$ cat config.mk
export PLATFORM = sky130hd
export DESIGN_NAME = adw_window_detector
export DESIGN_NICKNAME = d
export VERILOG_FILES = /design/src/hdl/adw_pkg.sv /design/src/hdl/adw_window_detector.sv /design/src/hdl/adw_byte_pair.sv /design/src/hdl/adw_window_compare.sv
export VERILOG_INCLUDE_DIRS = /design/src /design/src/hdl
export SDC_FILE = /design/constraint.sdc
export NUM_CORES = 1
export LEC_CHECK = 0
export BUFFER_PORTS_ARGS = -buffer_cell sky130_fd_sc_hd__buf_2
export CORE_UTILIZATION = 37
export CTS_BUF_LIST = sky130_fd_sc_hd__clkbuf_16
export CTS_CLUSTER_SIZE = 40
export DETAILED_ROUTE_END_ITERATION = 10
export SLEW_MARGIN = 20
export SYNTH_ARGS = -nofsm -noshare
export SYNTH_HDL_FRONTEND = slang
export SYNTH_HIERARCHICAL = 1
export SYNTH_SLANG_ARGS = --single-unit
$ cat constraint.sdc
create_clock -name ref_clk -period 3.56 [get_ports ref_clk]
set_input_delay 0.356 -clock ref_clk [delete_from_list [all_inputs] [get_ports ref_clk]]
set_output_delay 0.356 -clock ref_clk [all_outputs]
set_load 0.02 [all_outputs]
$ cat src/hdl/adw_regs.svh
`ifndef ADW_REGS_SVH
`define ADW_REGS_SVH

// register offsets on the byte-wide register port
`define ADW_OFF_GT_HIGH      4'h0
`define ADW_OFF_GT_LOW       4'h1
`define ADW_OFF_LT_HIGH      4'h2
`define ADW_OFF_LT_LOW       4'h3
`define ADW_OFF_CONTROL      4'h4
`define ADW_OFF_STATUS       4'h5
`define ADW_OFF_RESULT_HIGH  4'h6
`define ADW_OFF_RESULT_LOW   4'h7
`define ADW_OFF_HIT_COUNT    4'h8

// reset values
`define ADW_RST_GT_HIGH      8'hFF
`define ADW_RST_GT_LOW       8'hFF
`define ADW_RST_LT_HIGH      8'h00
`define ADW_RST_LT_LOW       8'h00
`define ADW_RST_CONTROL      8'h02
`define ADW_RST_BYTE         8'h00
`define ADW_RST_WORD         16'h0000

// control fields
`define ADW_CTL_DIFF_BIT     0
`define ADW_CTL_ENABLE_BIT   1
`define ADW_CTL_MASK         8'h03

// status fields
`define ADW_STS_HIT_BIT      0
`define ADW_STS_OVF_BIT      1

// hit counter
`define ADW_CNT_MAX          8'hFF
`define ADW_CNT_ONE          8'h01

`endif

$ cat src/hdl/adw_pkg.sv
package adw_pkg;

  // one conversion result from the converter data path
  typedef struct packed {
    logic        valid;
    logic [15:0] word;
  } adw_result_t;

  // register port request
  typedef struct packed {
    logic [3:0] addr;
    logic [7:0] wrData;
    logic       wrEn;
    logic       rdEn;
  } adw_reg_req_t;

  // limit pair handed to the comparator
  typedef struct packed {
    logic [15:0] upper;
    logic [15:0] lower;
  } adw_limits_t;

endpackage

$ cat src/hdl/adw_window_detector.sv
// The register offsets and strobed register access are this design's own decisions.
`timescale 1ns/1ps
`include "adw_regs.svh"

// Contract
// every new first-converter result is tested; a match sets the window flag.
// the window flag is readable as a status bit for polling.
// two 16-bit limits, upper and lower, each written as high and low bytes.
// single-ended mode compares limits against the converter output word.
// differential mode compares signed two's complement results, 0x8000 to 0x7FFF.
// inside or outside window chosen only by relative limit values.
// lower 0xFFFF, upper 0x1000 differential flags results below -1 or above 0x1000.
// upper below lower flags strictly between; else outside; misses leave flag alone.
module adw_window_detector (
  // clock and reset
  input  wire logic                  ref_clk,
  input  wire logic                  rstn,
  // register port
  input  wire logic [3:0]            regAddr,
  input  wire logic [7:0]            regWrData,
  input  wire logic                  regWrEn,
  input  wire logic                  regRdEn,
  output logic      [7:0]            regRdData,
  // converter result path
  input  wire adw_pkg::adw_result_t  convResult,
  // status out
  output logic                       windowHitFlag,
  output logic                       windowHitPulse,
  output logic                       diffModeOut
);

  // register port bundle
  adw_pkg::adw_reg_req_t regReq;

  assign regReq.addr   = regAddr;
  assign regReq.wrData = regWrData;
  assign regReq.wrEn   = regWrEn;
  assign regReq.rdEn   = regRdEn;

  // write decodes
  logic wrGtHigh;
  logic wrGtLow;
  logic wrLtHigh;
  logic wrLtLow;
  logic wrControl;
  logic wrStatus;
  logic wrHitCount;

  assign wrGtHigh   = regReq.wrEn && (regReq.addr == `ADW_OFF_GT_HIGH);
  assign wrGtLow    = regReq.wrEn && (regReq.addr == `ADW_OFF_GT_LOW);
  assign wrLtHigh   = regReq.wrEn && (regReq.addr == `ADW_OFF_LT_HIGH);
  assign wrLtLow    = regReq.wrEn && (regReq.addr == `ADW_OFF_LT_LOW);
  assign wrControl  = regReq.wrEn && (regReq.addr == `ADW_OFF_CONTROL);
  assign wrStatus   = regReq.wrEn && (regReq.addr == `ADW_OFF_STATUS);
  assign wrHitCount = regReq.wrEn && (regReq.addr == `ADW_OFF_HIT_COUNT);

  // limit words
  adw_pkg::adw_limits_t limits;

  adw_byte_pair #(
    .RST_HIGH (`ADW_RST_GT_HIGH),
    .RST_LOW  (`ADW_RST_GT_LOW)
  ) u_upper (
    .ref_clk (ref_clk),
    .rstn    (rstn),
    .wrHigh  (wrGtHigh),
    .wrLow   (wrGtLow),
    .wrData  (regReq.wrData),
    .word    (limits.upper)
  );

  adw_byte_pair #(
    .RST_HIGH (`ADW_RST_LT_HIGH),
    .RST_LOW  (`ADW_RST_LT_LOW)
  ) u_lower (
    .ref_clk (ref_clk),
    .rstn    (rstn),
    .wrHigh  (wrLtHigh),
    .wrLow   (wrLtLow),
    .wrData  (regReq.wrData),
    .word    (limits.lower)
  );

  // control register: mode and detector enable
  logic [7:0] control_reg;
  logic       diffMode;
  logic       detectEnable;

  always_ff @(posedge ref_clk or negedge rstn) begin
    if (!rstn) begin
      control_reg <= `ADW_RST_CONTROL;
    end else if (wrControl) begin
      control_reg <= regReq.wrData & `ADW_CTL_MASK;
    end
  end

  assign diffMode     = control_reg[`ADW_CTL_DIFF_BIT];
  assign detectEnable = control_reg[`ADW_CTL_ENABLE_BIT];

  // window test on the incoming result
  logic rawHit;
  logic newResult;
  logic hitEvent;

  adw_window_compare u_compare (
    .diffMode (diffMode),
    .result   (convResult.word),
    .limits   (limits),
    .hit      (rawHit)
  );

  // each valid strobe is one fresh conversion
  assign newResult = convResult.valid && detectEnable;
  assign hitEvent  = newResult && rawHit;

  // window hit flag: sticky, write one to clear, a set in the same cycle wins
  logic hitFlag_reg;
  logic hitFlag_next;
  logic clearHit;

  assign clearHit = wrStatus && regReq.wrData[`ADW_STS_HIT_BIT];

  always_comb begin
    hitFlag_next = hitFlag_reg;
    if (clearHit) begin
      hitFlag_next = 1'b0;
    end
    if (hitEvent) begin
      hitFlag_next = 1'b1;
    end
  end

  always_ff @(posedge ref_clk or negedge rstn) begin
    if (!rstn) begin
      hitFlag_reg <= 1'b0;
    end else begin
      hitFlag_reg <= hitFlag_next;
    end
  end

  // counter of hits; saturates and raises a sticky overflow bit
  logic [7:0] hitCount_reg;
  logic [7:0] hitCount_next;
  logic       hitOverflow_reg;
  logic       hitOverflow_next;
  logic       clearOverflow;

  assign clearOverflow = wrStatus && regReq.wrData[`ADW_STS_OVF_BIT];

  always_comb begin
    hitCount_next = hitCount_reg;
    if (wrHitCount) begin
      hitCount_next = regReq.wrData;
    end else if (hitEvent && (hitCount_reg != `ADW_CNT_MAX)) begin
      hitCount_next = hitCount_reg + `ADW_CNT_ONE;
    end
  end

  always_comb begin
    hitOverflow_next = hitOverflow_reg;
    if (clearOverflow) begin
      hitOverflow_next = 1'b0;
    end
    if (hitEvent && (hitCount_reg == `ADW_CNT_MAX)) begin
      hitOverflow_next = 1'b1;
    end
  end

  always_ff @(posedge ref_clk or negedge rstn) begin
    if (!rstn) begin
      hitCount_reg <= `ADW_RST_BYTE;
    end else begin
      hitCount_reg <= hitCount_next;
    end
  end

  always_ff @(posedge ref_clk or negedge rstn) begin
    if (!rstn) begin
      hitOverflow_reg <= 1'b0;
    end else begin
      hitOverflow_reg <= hitOverflow_next;
    end
  end

  // last tested result, kept for software to inspect
  logic [15:0] lastResult_reg;

  always_ff @(posedge ref_clk or negedge rstn) begin
    if (!rstn) begin
      lastResult_reg <= `ADW_RST_WORD;
    end else if (newResult) begin
      lastResult_reg <= convResult.word;
    end
  end

  // status byte view
  logic [7:0] statusByte;

  always_comb begin
    statusByte = `ADW_RST_BYTE;
    statusByte[`ADW_STS_HIT_BIT] = hitFlag_reg;
    statusByte[`ADW_STS_OVF_BIT] = hitOverflow_reg;
  end

  // read mux; unmapped offsets return zero
  logic [7:0] readValue;

  always_comb begin
    unique case (regReq.addr)
      `ADW_OFF_GT_HIGH: begin
        readValue = limits.upper[15:8];
      end
      `ADW_OFF_GT_LOW: begin
        readValue = limits.upper[7:0];
      end
      `ADW_OFF_LT_HIGH: begin
        readValue = limits.lower[15:8];
      end
      `ADW_OFF_LT_LOW: begin
        readValue = limits.lower[7:0];
      end
      `ADW_OFF_CONTROL: begin
        readValue = control_reg;
      end
      `ADW_OFF_STATUS: begin
        readValue = statusByte;
      end
      `ADW_OFF_RESULT_HIGH: begin
        readValue = lastResult_reg[15:8];
      end
      `ADW_OFF_RESULT_LOW: begin
        readValue = lastResult_reg[7:0];
      end
      `ADW_OFF_HIT_COUNT: begin
        readValue = hitCount_reg;
      end
      default: begin
        readValue = `ADW_RST_BYTE;
      end
    endcase
  end

  // read data stands only in the cycle after the strobe
  always_ff @(posedge ref_clk or negedge rstn) begin
    if (!rstn) begin
      regRdData <= `ADW_RST_BYTE;
    end else if (regReq.rdEn) begin
      regRdData <= readValue;
    end else begin
      regRdData <= `ADW_RST_BYTE;
    end
  end

  // outputs straight from flops
  always_ff @(posedge ref_clk or negedge rstn) begin
    if (!rstn) begin
      windowHitPulse <= 1'b0;
    end else begin
      windowHitPulse <= hitEvent;
    end
  end

  always_ff @(posedge ref_clk or negedge rstn) begin
    if (!rstn) begin
      windowHitFlag <= 1'b0;
    end else begin
      windowHitFlag <= hitFlag_next;
    end
  end

  always_ff @(posedge ref_clk or negedge rstn) begin
    if (!rstn) begin
      diffModeOut <= 1'b0;
    end else begin
      diffModeOut <= diffMode;
    end
  end

endmodule

$ cat src/hdl/adw_byte_pair.sv
`timescale 1ns/1ps
`include "adw_regs.svh"

// a 16-bit word written through separate high and low byte registers
module adw_byte_pair #(
  parameter logic [7:0] RST_HIGH = 8'h00,
  parameter logic [7:0] RST_LOW  = 8'h00
) (
  // clock and reset
  input  wire logic        ref_clk,
  input  wire logic        rstn,
  // byte writes
  input  wire logic        wrHigh,
  input  wire logic        wrLow,
  input  wire logic [7:0]  wrData,
  // assembled word
  output logic      [15:0] word
);

  logic [7:0] high_reg;
  logic [7:0] low_reg;

  always_ff @(posedge ref_clk or negedge rstn) begin
    if (!rstn) begin
      high_reg <= RST_HIGH;
    end else if (wrHigh) begin
      high_reg <= wrData;
    end
  end

  always_ff @(posedge ref_clk or negedge rstn) begin
    if (!rstn) begin
      low_reg <= RST_LOW;
    end else if (wrLow) begin
      low_reg <= wrData;
    end
  end

  // no shadowing: a half-written limit is live at once
  assign word = {high_reg, low_reg};

endmodule

$ cat src/hdl/adw_window_compare.sv
`timescale 1ns/1ps

// window test of one result against the limit pair
module adw_window_compare (
  // operands
  input  wire logic              diffMode,
  input  wire logic [15:0]       result,
  input  wire adw_pkg::adw_limits_t limits,
  // outcome
  output logic                   hit
);

  logic aboveUpper;
  logic belowLower;
  logic upperBelowLower;

  // differential results are signed, single-ended unsigned
  always_comb begin
    if (diffMode) begin
      aboveUpper      = $signed(result) > $signed(limits.upper);
      belowLower      = $signed(result) < $signed(limits.lower);
      upperBelowLower = $signed(limits.upper) < $signed(limits.lower);
    end else begin
      aboveUpper      = result > limits.upper;
      belowLower      = result < limits.lower;
      upperBelowLower = limits.upper < limits.lower;
    end
  end

  // inside or outside chosen only by the limit ordering
  assign hit = upperBelowLower ? (aboveUpper && belowLower)
                               : (aboveUpper || belowLower);

endmodule

==> run summary <==
status - complete, no violations
initial antenna violation count - 0
routability cong. - 0.8524
largest net degree at the start of global routing - 51
final hold violation count - 0
CP cell instances - ha_1, a21o_1, a221o_1, a221oi_2, mux2_1, a41oi_1, maj3_2, nand3_1, buf_4, nor4b_2, xnor2_1, o21ai_0
CTS Buf Count - 9
CTS H-tree lvls - 3
Hold Crit Class - primary input to register
first-pass GRT wire length - 19190 um
Lkg Pwr - 2.462 nW
Placeable Area - 12110 um^2
minimum clock period - 3.409 ns
CP Launch Type - register
Area contributors post-synth - dfrtp_1, ha_1, mux2_4, dfstp_2, mux2_2
WS Path Type - register to register
Fillers - 1196
max-slew violation count - 0
Hold Path Depth - 2
CP top delay family - compound AO/OA/AOI/OAI gates
Worst Tran Pin Value - 0.8039 ns
top_reg_cell synth - dfrtp_1
Max Freq - 0.2933 GHz
Area after DPL - 5000 um^2
vias in the first global route - 3486
Die Footprint - 12980 um^2
EDFF count, synth - 0
Starting Density - 38.29%
combinational share of power - 32.6%
worst r2r path cells - 12
DRC - 0
I/O pin total - 44
Ant. Diodes - 0
Die Y - 113.9 um
Power Density - 599.0 nW/um^2
area share of the largest cell type after synthesis - 28.60%
WP data arrival - 3.60 ns
sequential group share of total power - 39.2%
dominant cell type by area after synthesis - dfrtp_1
DR vias - 3407
Initial DRC Count - 208
Max Cap Viol - 0
layout cells sized above 1 - 32.27%
Syn Area/Cell - 11.09 um^2
peak supply drop - 0.2045 mV
Setup-failing EPs final - 0
P_int - 2.106 mW
Period Utilization, post-route - 95.77%
clock slew at reported path FFs - 0.06 ns
Worst path max stage delay - 0.56 ns
sum of negative setup slack - 0 ns
Synth cell types - 53
number of synthesis warnings - 6
required time of the critical path - 3.75 ns
synthesized instance count - 418
area grow syn2layout - 14.76%
Clock Sinks - 70
clock share of power - 28.2%
CTS tree - built
crit path max fanout - 4
asr flop ratio synth - 100.0%
CP Depth - 12
Net Count, Synth - 498
final instance area - 5321 um^2
WL per Instance - 18.74 um
drt first pass iters - 4
Final ANT Viol Nets - 0
clk buf depth - 2
Slowest cell on crit path - dfstp_2
chip width - 113.9 um
GR Overflow Total - 0
GRT Total Usage - 19.91%
register bit total from synthesis - 70
sw frac - 33.92%
Synth Cell Area - 4637 um^2
max reg flops - 16
sum of net half-perimeters after detailed placement - 8933 um
WP buf/inv - 1
net switching power - 1.081 mW
Post-Route WL - 11970 um
clk_lat worst skew - 0.34 ns
register area share after synthesis - 38.24%
Slew headroom - 46.28%
non-filler cells, final - 639
Clock Tree Root - clkbuf_16
Rows - 40
Final nets - 546
Final Util - 43.94%
CP Capture Type - register
vias per cell - 5.332
placed cell count - 621
Clock Skew - 0.007841 ns
Port Buf Inserts - 43
## cell usage after synthesis, types with 5 or more instances
cell type and number:
a21o_1 9, a21oi_1 22, a22oi_1 5, buf_2 5, buf_6 6, dfrtp_1 53, dfstp_2 17, ha_1 47
inv_1 37, mux2_2 25, mux2_4 32, mux2i_1 7, mux4_2 6, nand2_1 34, nand2b_1 9, nand3_1 8
nand4_1 10, nor2_1 11, nor3_1 6, o21ai_0 16
## kinds of logic (layout without fill, tap and decap cells)
kind of cell / Yosys count / after routing / synth area share (%)
compound gates: 74 / 74 / 10.15
simple gates: 97 / 97 / 11.09
buf+inv: 53 / 106 / 5.558
xor+xnor: 5 / 5 / 0.9446
fa+ha+maj: 48 / 48 / 12.92
mux: 71 / 71 / 21.10
flops: 70 / 70 / 38.24
## through the flow
stage	total power, mW	worst slack, ns	hold slack (ns)
finish	3.187	0.1505	0.2912
detailed placement	2.271	0.06495	0.3443
CTS	3.183	0.03808	0.2827
floorplan	1.937	0.3069	0.06041
global placement	2.227	0.1645	0.3262
global route	3.395	-0.01195	0.2889
## power groups by stage
| stage | clock network, mW | logic [mW] | registers, mW |
|---|---|---|---|
| final | 0.898 | 1.04 | 1.25 |
| after global routing | 0.955 | 1.16 | 1.28 |
| after CTS | 0.913 | 1.02 | 1.25 |
| after detailed placement | 0 | 1.01 | 1.26 |
| after global placement | 0 | 0.977 | 1.25 |
| after floorplan | 0 | 0.738 | 1.20 |
## layer usage
metal	part of all wire [%]	global-route usage [%]
met1	48	27.56
met2	47	30.83
met3	4.3	4.782
met4	0.99	5.974
met5	0	0
## what timing repair did
action	in CTS	in global routing
hold buffers	1	0
resized for setup	0	4
endpoints found under the setup margin	0	8
endpoints found under the hold margin	19	0
setup buffers	0	1
## cell type report
type / count / area (um^2) / area share [%]
Clock buffer: 9 / 225.2 / 4.232
Clock inverter: 7 / 66.31 / 1.246
Inverter: 38 / 142.6 / 2.680
Multi-Input combinational cell: 295 / 2619 / 49.21
Sequential cell: 70 / 1773 / 33.32
Tap cell: 168 / 210.2 / 3.950
Timing Repair Buffer: 52 / 285.3 / 5.361
## worst register-to-register path, stage by stage (launching register included)
cell and delay, ns:
dfstp_2 0.56, ha_1 0.25, a21o_1 0.19, a221o_1 0.37, a221oi_2 0.29, mux2_1 0.36, a41oi_1 0.19, maj3_2 0.22
nand3_1 0.13, buf_4 0.18, nor4b_2 0.29, xnor2_1 0.15, o21ai_0 0.08
## layout by cell type (no fill, tap or decap), types with 7 or more instances in the layout
| master | Yosys | routed |
|---|---|---|
| nand2_1 | 34 | 34 |
| nand4_1 | 10 | 10 |
| nor2_1 | 11 | 11 |
| dfrtp_1 | 53 | 53 |
| buf_4 | 2 | 8 |
| mux2_4 | 32 | 32 |
| clkbuf_16 | 0 | 9 |
| mux2i_1 | 7 | 7 |
| mux2_2 | 25 | 25 |
| inv_1 | 37 | 38 |
| nand2b_1 | 9 | 9 |
| o21ai_0 | 16 | 15 |
| ha_1 | 47 | 47 |
| a21oi_1 | 22 | 22 |
| a21o_1 | 9 | 9 |
| buf_2 | 5 | 43 |
| nand3_1 | 8 | 8 |
| dfstp_2 | 17 | 17 |
## path summary, 6_finish.rpt
kind / from / slack (ns) / end
min in group asynchronous: rstn / 0.50 / regRdData[5]
max reg2reg: u_upper/low_reg[6] / 0.15 / hitCount_reg[7]
min reg2reg: hitOverflow_reg / 0.49 / hitOverflow_reg
max in group asynchronous: rstn / 2.04 / diffModeOut
min: convResult[0] / 0.29 / lastResult_reg[0]
max: u_upper/low_reg[6] / 0.15 / hitCount_reg[7]
No activity file was read; power rests on OpenSTA's default activity.
